--- config.mk ---
export PLATFORM = sky130hd
export DESIGN_NAME = mcdc_clock_decim
export DESIGN_NICKNAME = d
export VERILOG_FILES = /design/src/mcdc_pkg.sv /design/src/mcdc_clock_decim.sv
export SDC_FILE = /design/constraint.sdc
export NUM_CORES = 2
export LEC_CHECK = 0
export ABC_AREA = 1
export ABC_CLOCK_PERIOD_IN_PS = 23500
export BUFFER_PORTS_ARGS = -buffer_cell sky130_fd_sc_hd__buf_2
export CORE_MARGIN = 5
export CORE_UTILIZATION = 65
export DETAILED_ROUTE_END_ITERATION = 6
export PLACE_DENSITY = 0.9
export SETUP_SLACK_MARGIN = 0.4
export SYNTH_ARGS = -nofsm -noshare
export SYNTH_HDL_FRONTEND = slang
export SYNTH_SLANG_ARGS = --single-unit
--- constraint.sdc ---
create_clock -name ref_clk -period 23.5 [get_ports ref_clk]
set_input_delay 7.05 -clock ref_clk [delete_from_list [all_inputs] [get_ports ref_clk]]
set_output_delay 7.05 -clock ref_clk [all_outputs]
set_load 0.01 [all_outputs]
--- src/mcdc_pkg.sv ---
// Constants, carriers and helpers for the modulator clock and decimation control block.
// Assumes a single main clock that also clocks the register bus.
package mcdc_pkg;

   // ==================================================================
   // Register bus
   localparam int             AW            = 5;
   localparam int             DW            = 32;
   localparam logic [AW-1:0]  OFS_CTRL      = 5'h00;
   localparam logic [AW-1:0]  OFS_BAND      = 5'h04;
   localparam logic [AW-1:0]  OFS_STATUS    = 5'h08;
   localparam logic [AW-1:0]  OFS_DATA0     = 5'h0C;
   localparam logic [AW-1:0]  OFS_DATA1     = 5'h10;
   localparam logic [AW-1:0]  OFS_DATA2     = 5'h14;

   typedef struct packed {
      logic [AW-1:0] address;
      logic          read;
      logic          write;
      logic [DW-1:0] writedata;
   } mcdc_avm_req_s;

   // ==================================================================
   // Control fields and reset values
   localparam int             CTRL_PWR_LSB  = 0;
   localparam int             CTRL_DIV_LSB  = 2;
   localparam int             CTRL_OSR_LSB  = 4;
   localparam int             CTRL_TURBO    = 7;
   localparam int             CTRL_STBY     = 8;
   localparam int             PWR_HR_BIT    = 1;
   localparam logic [1:0]     PWR_RST       = 2'h2;
   localparam logic [1:0]     DIV_RST       = 2'h0;
   localparam logic [2:0]     OSR_RST       = 3'h3;
   localparam logic [3:0]     BAND_RST      = 4'h8;
   localparam int             STAT_SINC3    = 0;
   localparam int             STAT_STBY     = 1;
   localparam int             STAT_CONV_LSB = 2;
   localparam int             STAT_BAND_OK  = 4;
   localparam int             STAT_SEQ_LSB  = 8;

   // ==================================================================
   // Datapath sizes and ratios
   localparam int             NCH           = 3;
   localparam int             OUT_W         = 17;
   localparam int             ACC_W         = 35;
   localparam int             CNT_W         = 14;
   localparam int             FULL_LOG      = 16;
   localparam logic [3:0]     OSR_LOG_TURBO = 4'd6;
   localparam logic [3:0]     OSR_LOG_BASE  = 4'd7;
   localparam logic [3:0]     SINC3_LOG_MAX = 4'd10;
   localparam logic [1:0]     FAST_CONVS    = 2'd2;
   localparam int             BAND_HI_KHZ   = 4100;
   localparam int             BAND_LO_KHZ [16] = '{3768, 3366, 3041, 2773, 2549, 2358, 2194,
                                                  2051, 1926, 1815, 1716, 1627, 1547, 1475,
                                                  1409, 1400};

   typedef logic [OUT_W-1:0] mcdc_sample_t;

   // Divider ratio for a divider field value
   function automatic logic [3:0] mcdc_ndiv(input logic [1:0] sel);
      unique case (sel)
         2'b00: mcdc_ndiv = 4'd2;
         2'b01: mcdc_ndiv = 4'd4;
         2'b10: mcdc_ndiv = 4'd8;
         2'b11: mcdc_ndiv = 4'd12;
      endcase
   endfunction : mcdc_ndiv

   // Band code for a modulator rate in kHz; bands run from fast to slow
   function automatic logic [3:0] mcdc_band(input int khz);
      mcdc_band = 4'hF;
      for (int i = 15; i >= 0; i--) begin
         if (khz >= BAND_LO_KHZ[i]) begin
            mcdc_band = 4'(i);
         end
      end
   endfunction : mcdc_band

endpackage : mcdc_pkg

--- src/mcdc_clock_decim.sv ---
// Modulator clock divider, power mode and band code holding, and a three channel
// decimation filter with fast-settling and sinc3 (+ sinc1) paths.
// Assumes ref_clk is the continuously running main clock and all inputs are synchronous.
`timescale 1ns/1ps

module mcdc_clock_decim
   import mcdc_pkg::*;
#(
   parameter int MAIN_CLK_KHZ = 10000
) (
   input  wire  logic                          ref_clk,
   input  wire  logic                          nrst,
   input  wire  mcdc_pkg::mcdc_avm_req_s       avm_req,
   output logic [mcdc_pkg::DW-1:0]             avm_readdata,
   output logic                                avm_waitrequest,
   input  wire  logic [mcdc_pkg::NCH-1:0]      mod_bits,
   output logic                                modulator_clock,
   output logic                                high_resolution_mode,
   output logic                                low_power_mode,
   output logic [3:0]                          supply_sync_band_code,
   output logic                                sample_valid,
   output mcdc_pkg::mcdc_sample_t [mcdc_pkg::NCH-1:0] sample_data
);
   import mcdc_pkg::*;

   // ==================================================================
   // Declarations
   logic [1:0]          power_mode_sel_r;
   logic [1:0]          clk_div_sel_r;
   logic [2:0]          decimation_ratio_sel_r;
   logic                turbo_r;
   logic                standby_r;
   logic [3:0]          band_code_r;
   logic                ack_r;
   logic                wr_go;
   logic [2:0]          div_cnt_r;
   logic [2:0]          half_m1;
   logic                mod_en;
   logic [3:0]          osr_log;
   logic [3:0]          k3;
   logic [3:0]          k1;
   logic [CNT_W-1:0]    osr_mask;
   logic [CNT_W-1:0]    s3_mask;
   logic [CNT_W-1:0]    dec_cnt_r;
   logic                s3_tick;
   logic                first_grp;
   logic                last_smp;
   logic [ACC_W-1:0]    int1_r [NCH];
   logic [ACC_W-1:0]    int2_r [NCH];
   logic [ACC_W-1:0]    int3_r [NCH];
   logic [ACC_W-1:0]    dl1_r  [NCH];
   logic [ACC_W-1:0]    dl2_r  [NCH];
   logic [ACC_W-1:0]    dl3_r  [NCH];
   logic [ACC_W-1:0]    s1_r   [NCH];
   logic [ACC_W-1:0]    c1     [NCH];
   logic [ACC_W-1:0]    c2     [NCH];
   logic [ACC_W-1:0]    c3     [NCH];
   logic [ACC_W-1:0]    s1_nxt [NCH];
   logic [ACC_W-1:0]    fast_r [NCH];
   logic [ACC_W-1:0]    fast_nxt [NCH];
   logic [1:0]          conv_cnt_r;
   logic                use_sinc3;
   logic [7:0]          seq_r;
   logic [5:0]          sh3;
   logic [5:0]          shf;
   int                  fmod_khz;
   logic [3:0]          band_expect;
   logic                band_in_range;

   // ==================================================================
   // Avalon slave: one wait cycle, then the answer
   assign avm_waitrequest = (avm_req.read | avm_req.write) & ~ack_r;
   assign wr_go           = avm_req.write & ack_r;

   always_ff @(posedge ref_clk) begin
      if (!nrst) begin
         ack_r <= 1'b0;
      end else begin
         ack_r <= (avm_req.read | avm_req.write) & ~ack_r;
      end
   end

   always_ff @(posedge ref_clk) begin
      if (!nrst) begin
         avm_readdata <= '0;
      end else if (avm_req.read && !ack_r) begin
         avm_readdata <= '0;
         unique case (avm_req.address)
            OFS_CTRL: begin
               avm_readdata[CTRL_PWR_LSB +: 2] <= power_mode_sel_r;
               avm_readdata[CTRL_DIV_LSB +: 2] <= clk_div_sel_r;
               avm_readdata[CTRL_OSR_LSB +: 3] <= decimation_ratio_sel_r;
               avm_readdata[CTRL_TURBO]        <= turbo_r;
               avm_readdata[CTRL_STBY]         <= standby_r;
            end
            OFS_BAND:   avm_readdata[3:0] <= band_code_r;
            OFS_STATUS: begin
               avm_readdata[STAT_SINC3]          <= use_sinc3;
               avm_readdata[STAT_STBY]           <= standby_r;
               avm_readdata[STAT_CONV_LSB +: 2]  <= conv_cnt_r;
               avm_readdata[STAT_BAND_OK]        <= band_in_range &&
                                                    (band_expect == band_code_r);
               avm_readdata[STAT_SEQ_LSB +: 8]   <= seq_r;
            end
            OFS_DATA0:  avm_readdata[OUT_W-1:0] <= sample_data[0];
            OFS_DATA1:  avm_readdata[OUT_W-1:0] <= sample_data[1];
            OFS_DATA2:  avm_readdata[OUT_W-1:0] <= sample_data[2];
            default:    avm_readdata <= '0;
         endcase
      end
   end

   // ==================================================================
   // Control registers
   always_ff @(posedge ref_clk) begin
      if (!nrst) begin
         power_mode_sel_r       <= PWR_RST;
         clk_div_sel_r          <= DIV_RST;
         decimation_ratio_sel_r <= OSR_RST;
         turbo_r                <= 1'b0;
         standby_r              <= 1'b0;
      end else if (wr_go && avm_req.address == OFS_CTRL) begin
         power_mode_sel_r       <= avm_req.writedata[CTRL_PWR_LSB +: 2];
         clk_div_sel_r          <= avm_req.writedata[CTRL_DIV_LSB +: 2];
         // Ratio taken as written
         // Not gated by standby; a change while converting corrupts data and, with the count past the new ratio, delays the strobe until the count wraps
         decimation_ratio_sel_r <= avm_req.writedata[CTRL_OSR_LSB +: 3];
         turbo_r                <= avm_req.writedata[CTRL_TURBO];
         standby_r              <= avm_req.writedata[CTRL_STBY];
      end
   end

   always_ff @(posedge ref_clk) begin
      if (!nrst) begin
         band_code_r <= BAND_RST;
      end else if (wr_go && avm_req.address == OFS_BAND) begin
         band_code_r <= avm_req.writedata[3:0];
      end
   end
   assign supply_sync_band_code = band_code_r;

   assign high_resolution_mode = power_mode_sel_r[PWR_HR_BIT];
   assign low_power_mode       = ~power_mode_sel_r[PWR_HR_BIT];

   assign fmod_khz      = MAIN_CLK_KHZ / int'(mcdc_ndiv(clk_div_sel_r));
   assign band_expect   = mcdc_band(fmod_khz);
   assign band_in_range = (fmod_khz <= BAND_HI_KHZ) && (fmod_khz >= BAND_LO_KHZ[15]);

   // ==================================================================
   // Modulator clock divider
   // Ratio decode, half period count
   assign half_m1 = 3'(mcdc_ndiv(clk_div_sel_r) >> 1) - 3'd1;
   // One modulator tick per ratio count of main clocks
   assign mod_en  = (div_cnt_r >= half_m1) & ~modulator_clock;

   // Toggle every half ratio for an even duty cycle
   always_ff @(posedge ref_clk) begin
      if (!nrst) begin
         div_cnt_r       <= '0;
         modulator_clock <= 1'b0;
      end else if (div_cnt_r >= half_m1) begin
         div_cnt_r       <= '0;
         modulator_clock <= ~modulator_clock;
      end else begin
         div_cnt_r       <= div_cnt_r + 3'd1;
      end
   end

   // ==================================================================
   // Ratio decode
   // Turbo forces 64; otherwise 128 up to 16384
   assign osr_log  = turbo_r ? OSR_LOG_TURBO : OSR_LOG_BASE + {1'b0, decimation_ratio_sel_r};
   // Split into sinc3 and sinc1 shares
   assign k3       = (osr_log > SINC3_LOG_MAX) ? SINC3_LOG_MAX : osr_log;
   assign k1       = osr_log - k3;
   assign osr_mask = CNT_W'((32'd1 << osr_log) - 32'd1);
   assign s3_mask  = CNT_W'((32'd1 << k3) - 32'd1);
   assign s3_tick  = mod_en && ((dec_cnt_r & s3_mask) == s3_mask);
   assign first_grp = (dec_cnt_r >> k3) == '0;
   assign last_smp = dec_cnt_r == osr_mask;
   assign sh3      = 6'd3 * {2'b00, k3} + {2'b00, k1} - 6'(FULL_LOG);
   assign shf      = 6'(FULL_LOG) - {2'b00, osr_log};

   // ==================================================================
   // Filter combs and accumulators
   always_comb begin
      for (int ch = 0; ch < NCH; ch++) begin
         c1[ch]       = int3_r[ch] - dl1_r[ch];
         c2[ch]       = c1[ch] - dl2_r[ch];
         c3[ch]       = c2[ch] - dl3_r[ch];
         // Sinc1 sums sinc3 outputs over the remaining factor
         s1_nxt[ch]   = (first_grp ? '0 : s1_r[ch]) + c3[ch];
         // Fast-settling path counts ones in parallel
         fast_nxt[ch] = (dec_cnt_r == '0 ? '0 : fast_r[ch]) + ACC_W'(mod_bits[ch]);
      end
   end

   always_ff @(posedge ref_clk) begin
      if (!nrst || standby_r) begin
         dec_cnt_r <= '0;
      end else if (mod_en) begin
         // Decimation count wraps at the ratio
         dec_cnt_r <= last_smp ? '0 : dec_cnt_r + CNT_W'(1);
      end
   end

   always_ff @(posedge ref_clk) begin
      for (int ch = 0; ch < NCH; ch++) begin
         if (!nrst || standby_r) begin
            int1_r[ch] <= '0;
            int2_r[ch] <= '0;
            int3_r[ch] <= '0;
            dl1_r[ch]  <= '0;
            dl2_r[ch]  <= '0;
            dl3_r[ch]  <= '0;
            s1_r[ch]   <= '0;
            fast_r[ch] <= '0;
         end else if (mod_en) begin
            int1_r[ch] <= int1_r[ch] + ACC_W'(mod_bits[ch]);
            int2_r[ch] <= int2_r[ch] + int1_r[ch];
            int3_r[ch] <= int3_r[ch] + int2_r[ch];
            fast_r[ch] <= fast_nxt[ch];
            if (s3_tick) begin
               dl1_r[ch] <= int3_r[ch];
               dl2_r[ch] <= c1[ch];
               dl3_r[ch] <= c2[ch];
               s1_r[ch]  <= s1_nxt[ch];
            end
         end
      end
   end

   // ==================================================================
   // Output selection and strobe
   // Fast path until two conversions are out
   assign use_sinc3 = conv_cnt_r == FAST_CONVS;

   always_ff @(posedge ref_clk) begin
      if (!nrst) begin
         sample_valid <= 1'b0;
         sample_data  <= '0;
         conv_cnt_r   <= '0;
         seq_r        <= '0;
      end else begin
         sample_valid <= 1'b0;
         if (mod_en && last_smp && !standby_r) begin
            sample_valid <= 1'b1;
            seq_r        <= seq_r + 8'd1;
            if (!use_sinc3) begin
               conv_cnt_r <= conv_cnt_r + 2'd1;
            end
            // Both paths scaled so an all-ones stream reads 2^16
            for (int ch = 0; ch < NCH; ch++) begin
               sample_data[ch] <= use_sinc3 ? OUT_W'(s1_nxt[ch] >> sh3)
                                            : OUT_W'(fast_nxt[ch] << shf);
            end
         end
      end
   end

   // ==================================================================
   // Checks and their helper counters
   logic [3:0]  gap_r;
   logic        gap_ok_r;
   logic [1:0]  div_prev_r;
   logic [14:0] mods_r;
   logic        osr_ok_r;
   logic [3:0]  osr_prev_r;

   always_ff @(posedge ref_clk) begin
      if (!nrst) begin
         gap_r      <= '0;
         gap_ok_r   <= 1'b0;
         div_prev_r <= DIV_RST;
         mods_r     <= '0;
         osr_ok_r   <= 1'b0;
         osr_prev_r <= '0;
      end else begin
         div_prev_r <= clk_div_sel_r;
         osr_prev_r <= osr_log;
         gap_r      <= mod_en ? 4'd1 : gap_r + 4'd1;
         if (clk_div_sel_r != div_prev_r) begin
            gap_ok_r <= 1'b0;
         end else if (mod_en) begin
            gap_ok_r <= 1'b1;
         end
         if (sample_valid || standby_r) begin
            mods_r <= '0;
         end else if (mod_en) begin
            mods_r <= mods_r + 15'd1;
         end
         if (standby_r || osr_log != osr_prev_r || clk_div_sel_r != div_prev_r) begin
            osr_ok_r <= 1'b0;
         end else if (sample_valid) begin
            osr_ok_r <= 1'b1;
         end
      end
   end

   a_div_ratio_period: assert property (
      @(posedge ref_clk) disable iff (!nrst)
      mod_en && gap_ok_r && clk_div_sel_r == div_prev_r |-> gap_r == mcdc_ndiv(clk_div_sel_r))
      else $error("modulator tick spacing differs from divider ratio");

   a_div2_even_duty: assert property (
      @(posedge ref_clk) disable iff (!nrst)
      clk_div_sel_r == 2'b00 && $stable(clk_div_sel_r) && $past(clk_div_sel_r) == 2'b00
      |=> modulator_clock != $past(modulator_clock))
      else $error("divide by two clock does not toggle every cycle");

   a_tick_on_rise: assert property (
      @(posedge ref_clk) disable iff (!nrst)
      mod_en |=> $rose(modulator_clock))
      else $error("modulator tick not aligned to clock rise");

   a_power_mode_excl: assert property (
      @(posedge ref_clk) disable iff (!nrst)
      high_resolution_mode == power_mode_sel_r[PWR_HR_BIT] && high_resolution_mode != low_power_mode)
      else $error("power mode outputs inconsistent");

   a_band_code_8: assert property (
      @(posedge ref_clk) disable iff (!nrst)
      fmod_khz >= 1926 && fmod_khz < 2051 |-> band_expect == 4'h8)
      else $error("band code for 1.926-2.051 MHz is not 8");

   a_ratio_samples: assert property (
      @(posedge ref_clk) disable iff (!nrst)
      sample_valid && osr_ok_r |-> mods_r == 15'(32'd1 << osr_log))
      else $error("sample spacing differs from oversampling ratio");

   a_ratio_decode: assert property (
      @(posedge ref_clk) disable iff (!nrst)
      !turbo_r |-> {18'h0, osr_mask} + 32'd1 == (32'd128 << decimation_ratio_sel_r))
      else $error("ratio field decode wrong");

   a_turbo_ratio: assert property (
      @(posedge ref_clk) disable iff (!nrst)
      turbo_r |-> osr_mask == 14'h003F)
      else $error("turbo ratio is not 64");

   a_sinc1_split: assert property (
      @(posedge ref_clk) disable iff (!nrst)
      osr_log > 4'd10 |-> s3_mask == 14'h03FF && k1 == osr_log - 4'd10 && k1 <= 4'd4)
      else $error("sinc3 and sinc1 ratio split wrong");

   a_fast_then_sinc3: assert property (
      @(posedge ref_clk) disable iff (!nrst)
      $rose(use_sinc3) |-> sample_valid && seq_r == 8'd2)
      else $error("switch to sinc3 path not after two conversions");

   a_valid_single: assert property (
      @(posedge ref_clk) disable iff (!nrst)
      sample_valid |=> !sample_valid [*3])
      else $error("output strobe longer than one cycle");

   a_bus_one_wait: assert property (
      @(posedge ref_clk) disable iff (!nrst)
      $rose(avm_req.read | avm_req.write) |-> avm_waitrequest ##1 !avm_waitrequest)
      else $error("bus answer not after one wait cycle");

endmodule : mcdc_clock_decim

==> flow_metrics.env <==
export IMPL_place_congestion=0.9726
export IMPL_cts_tree="built"
export IMPL_clkSinkCount=897
export IMPL_r2r_end="sample_data[26]$_SDFFE_PN0P_"
export IMPL_viasPerCell=5.931
export IMPL_synth_warning_count=0
export IMPL_ant_nets=0
export IMPL_wl_met3_um=17720
export IMPL_finalSetupViolations=0
export IMPL_cts_repair_resized=0
export IMPL_rsz0062_at_grt="false"
export IMPL_relSlewSlack_pct=16.20
export IMPL_path_clk_slew_ns=0.06
export IMPL_ys_flop_type="edfxtp_1"
export IMPL_synth_seq_area_share_pct=33.99
export IMPL_crit_type="input pin to output port"
export IMPL_multi_input_area_mm2=0.04275
export IMPL_hold_depth=2
export IMPL_tightest_slew_ns=1.257
export IMPL_drtIter0Drc=7993
export IMPL_utilization_pct=69.64
export IMPL_die_area_mm2=0.1238
export IMPL_seq_area_mm2=0.02582
export IMPL_fin_area_mm2=0.08093
export IMPL_wl_met2_um=91190
export IMPL_path_cells="buf_2, nor2_1, nor2_1, buf_2"
export IMPL_required_ns=16.45
export IMPL_setup_slack_ns=8.938
export IMPL_synth_edf_count=786
export IMPL_leakage_uw=0.03668
export IMPL_setup_tns_ns=0
export IMPL_clk_path_buf_depth=3
export IMPL_cts_root_buf="clkbuf_16"
export IMPL_arrival_ns=7.51
export IMPL_overflow=0
export IMPL_outcome="finished with violations"
export IMPL_die_w_um=351.9
export IMPL_start_util_pct=65.37
export IMPL_fin_nets=10650
export IMPL_synthDominantCellAreaShare_pct=31.07
export IMPL_synth_distinct_cells=83
export IMPL_synth_top_area_cell="edfxtp_1"
export IMPL_drcViolationCount=1
export IMPL_r2r_start="decimation_ratio_sel_r[0]$_SDFFE_PN1P_"
export IMPL_drive_above_1_share_pct=8.099
export IMPL_wl_met1_um=81280
export IMPL_num_vias=68510
export IMPL_area_growth_pct=6.524
export IMPL_synth_area_per_cell_um2=7.625
export IMPL_postPlaceCellArea_mm2=0.07729
export IMPL_skew_ns=0.03155
export IMPL_syn_area_mm2=0.07597
export IMPL_crit_path_max_fanout=2
export IMPL_fillerInstances=8906
export IMPL_hold_viol=0
export IMPL_async_reset_ff_share_pct=0
export IMPL_fin_crit_ns=14.56
export IMPL_setup_worst_path_end_class="output port"
export IMPL_ys_ff_latch=897
export IMPL_die_h_um=351.9
export IMPL_max_freq_mhz=68.67
export IMPL_drv_cap=0
export IMPL_yosysMostFrequentCell="nand2_1"
export IMPL_fp_row_count=125
export IMPL_hold_path_class="flip-flop to flip-flop"
export IMPL_syn_instance_count=9963
export IMPL_htreeDepth=3
export IMPL_clkLatencyLatePin_ns=0.71
export IMPL_antennaDiodeCount=0
export IMPL_failed_checks="DRC"
export IMPL_core_area_mm2=0.1162
export IMPL_r2r_setup_slack_ns=14.07
export IMPL_yosys_top_cells_count="nand2_1 (1801), inv_1 (1543), a21oi_1 (958)"
export IMPL_slew_viol_final=0
export IMPL_stdcell_count=11550
export IMPL_vdd_ir_drop_max_mv=0.1368
export IMPL_grt_usage_pct=30.97
export IMPL_cts_buffers=103
export IMPL_hpwl_um=142700
export IMPL_power_density_mw_per_mm2=155.1
export IMPL_critPathSlowestCell="nor2_1"
export IMPL_postCtsHoldBufs=0
export IMPL_ios=136
export IMPL_r2r_cells=44
export IMPL_min_from="avm_readdata[6]$_SDFFE_PN0P_"
export IMPL_slowest_delay_ns=0.16
export IMPL_routed_wl_um=196600
export IMPL_dp_slack_ns=8.947
export IMPL_grt_start_max_net_pins=191
export IMPL_io_buffers=97
export IMPL_firstDrtPassIters=7
export IMPL_start_kind="input pin"
export IMPL_hold_path_end="avm_readdata[6]$_SDFFE_PN0P_"
export IMPL_synth_area_leaders="edfxtp_1 (31%), ha_1 (9.1%), nand2_1 (8.9%), inv_1 (7.6%), a21oi_1 (6.3%)"
export IMPL_grt_pass1_wl_um=320100
export IMPL_cts_setup_buffers=0
export IMPL_dp_cells=11360
export IMPL_grt_pass1_vias=65080
export IMPL_wl_per_cell_um=17.02
export IMPL_final_period_utilization_pct=61.97
export IMPL_antenna_found_initial=1
export IMPL_routed_top_layer="met4"
flip-flops by register name, summed over array words and instances (netlist names), 2 cells and up:
name                    cells
dl2_r                     105
s1_r                      105
power_mode_sel_r            2
clk_div_sel_r               2
int1_r                    105
sample_data                51
avm_readdata               17
seq_r                       8
int3_r                    105
dl1_r                     105
int2_r                    105
dec_cnt_r                  14
supply_sync_band_code       4
div_cnt_r                   3
fast_r                     51
dl3_r                     105
conv_cnt_r                  2
decimation_ratio_sel_r      3
through the flow:
step / total power, uW / hold WS (ns)
5_1_grt: 13630 / 0.4886
6_report: 12550 / 0.4690
4_1_cts: 12350 / 0.4676
3_5_place_dp: 10520 / 0.4586
2_1_floorplan: 8534 / 0.4173
3_3_place_gp: 10250 / 0.4304
worst max-delay path, delay by kind of cell:
family / cells / cell delay (ns)
buffers and inverters: 2 / 0.25
and+or+nand+nor: 2 / 0.22
kinds of logic (layout without fill, tap and decap cells):
| logic type | after synthesis | in the layout | share of synthesized area, % |
|---|---|---|---|
| other cells | 2 | 18 | 0.009886 |
| simple gates | 4071 | 4071 | 24.52 |
| flops | 897 | 897 | 33.99 |
| compound gates | 2123 | 2123 | 15.47 |
| buf+inv | 1862 | 1909 | 9.897 |
| mux | 9 | 9 | 0.1186 |
| fa+ha+maj | 669 | 669 | 12.17 |
| xor+xnor | 330 | 330 | 3.823 |
layer usage:
layer,up-vias,track usage [%]
li1,33170,-
met1,31640,41.62
met2,3194,51.77
met3,507,4.406
met4,0,10.62
met5,-,0
cell type report:
type | count | area share (%)
clock buffers | 128 | 3.434
clock inverters | 65 | 1.058
inverters | 1573 | 7.319
multi-input cells | 7220 | 52.83
flip-flops and latches | 897 | 31.91
well taps | 1524 | 2.356
repair buffers | 143 | 1.088
layout by cell type, fill, tap and decap left out, drive strengths merged, types with 87 or more instances in the layout:
cell type,instances
nand2,1823
inv,1574
nor2,1266
a21oi,962
edfxtp,786
o21ai,721
nand3,631
ha,552
xor2,242
buf,143
clkbuf,128
nor3,127
fa,117
dfxtp,111
xnor2,87
worst max-delay path by stage:
| stage | start | endpoint | slack, ns | cells after the start |
|---|---|---|---|---|
| after floorplan | nrst | dl1_r[0][0]$_SDFFCE_PN0P_ | 6.02 | 4 |
| after global routing | avm_req[32] | avm_waitrequest | 8.94 | 4 |
| final | avm_req[32] | avm_waitrequest | 8.94 | 4 |
| after global placement | avm_req[32] | avm_waitrequest | 8.97 | 4 |
| after detailed placement | avm_req[32] | avm_waitrequest | 8.95 | 4 |
| after CTS | avm_req[32] | avm_waitrequest | 8.95 | 4 |
report_power, final:
part           switching [uW]  internal, uW
Combinational            6080          2770
Clock                     714          1040
Sequential               90.5          1860
Power figures use the tool's default switching activity.
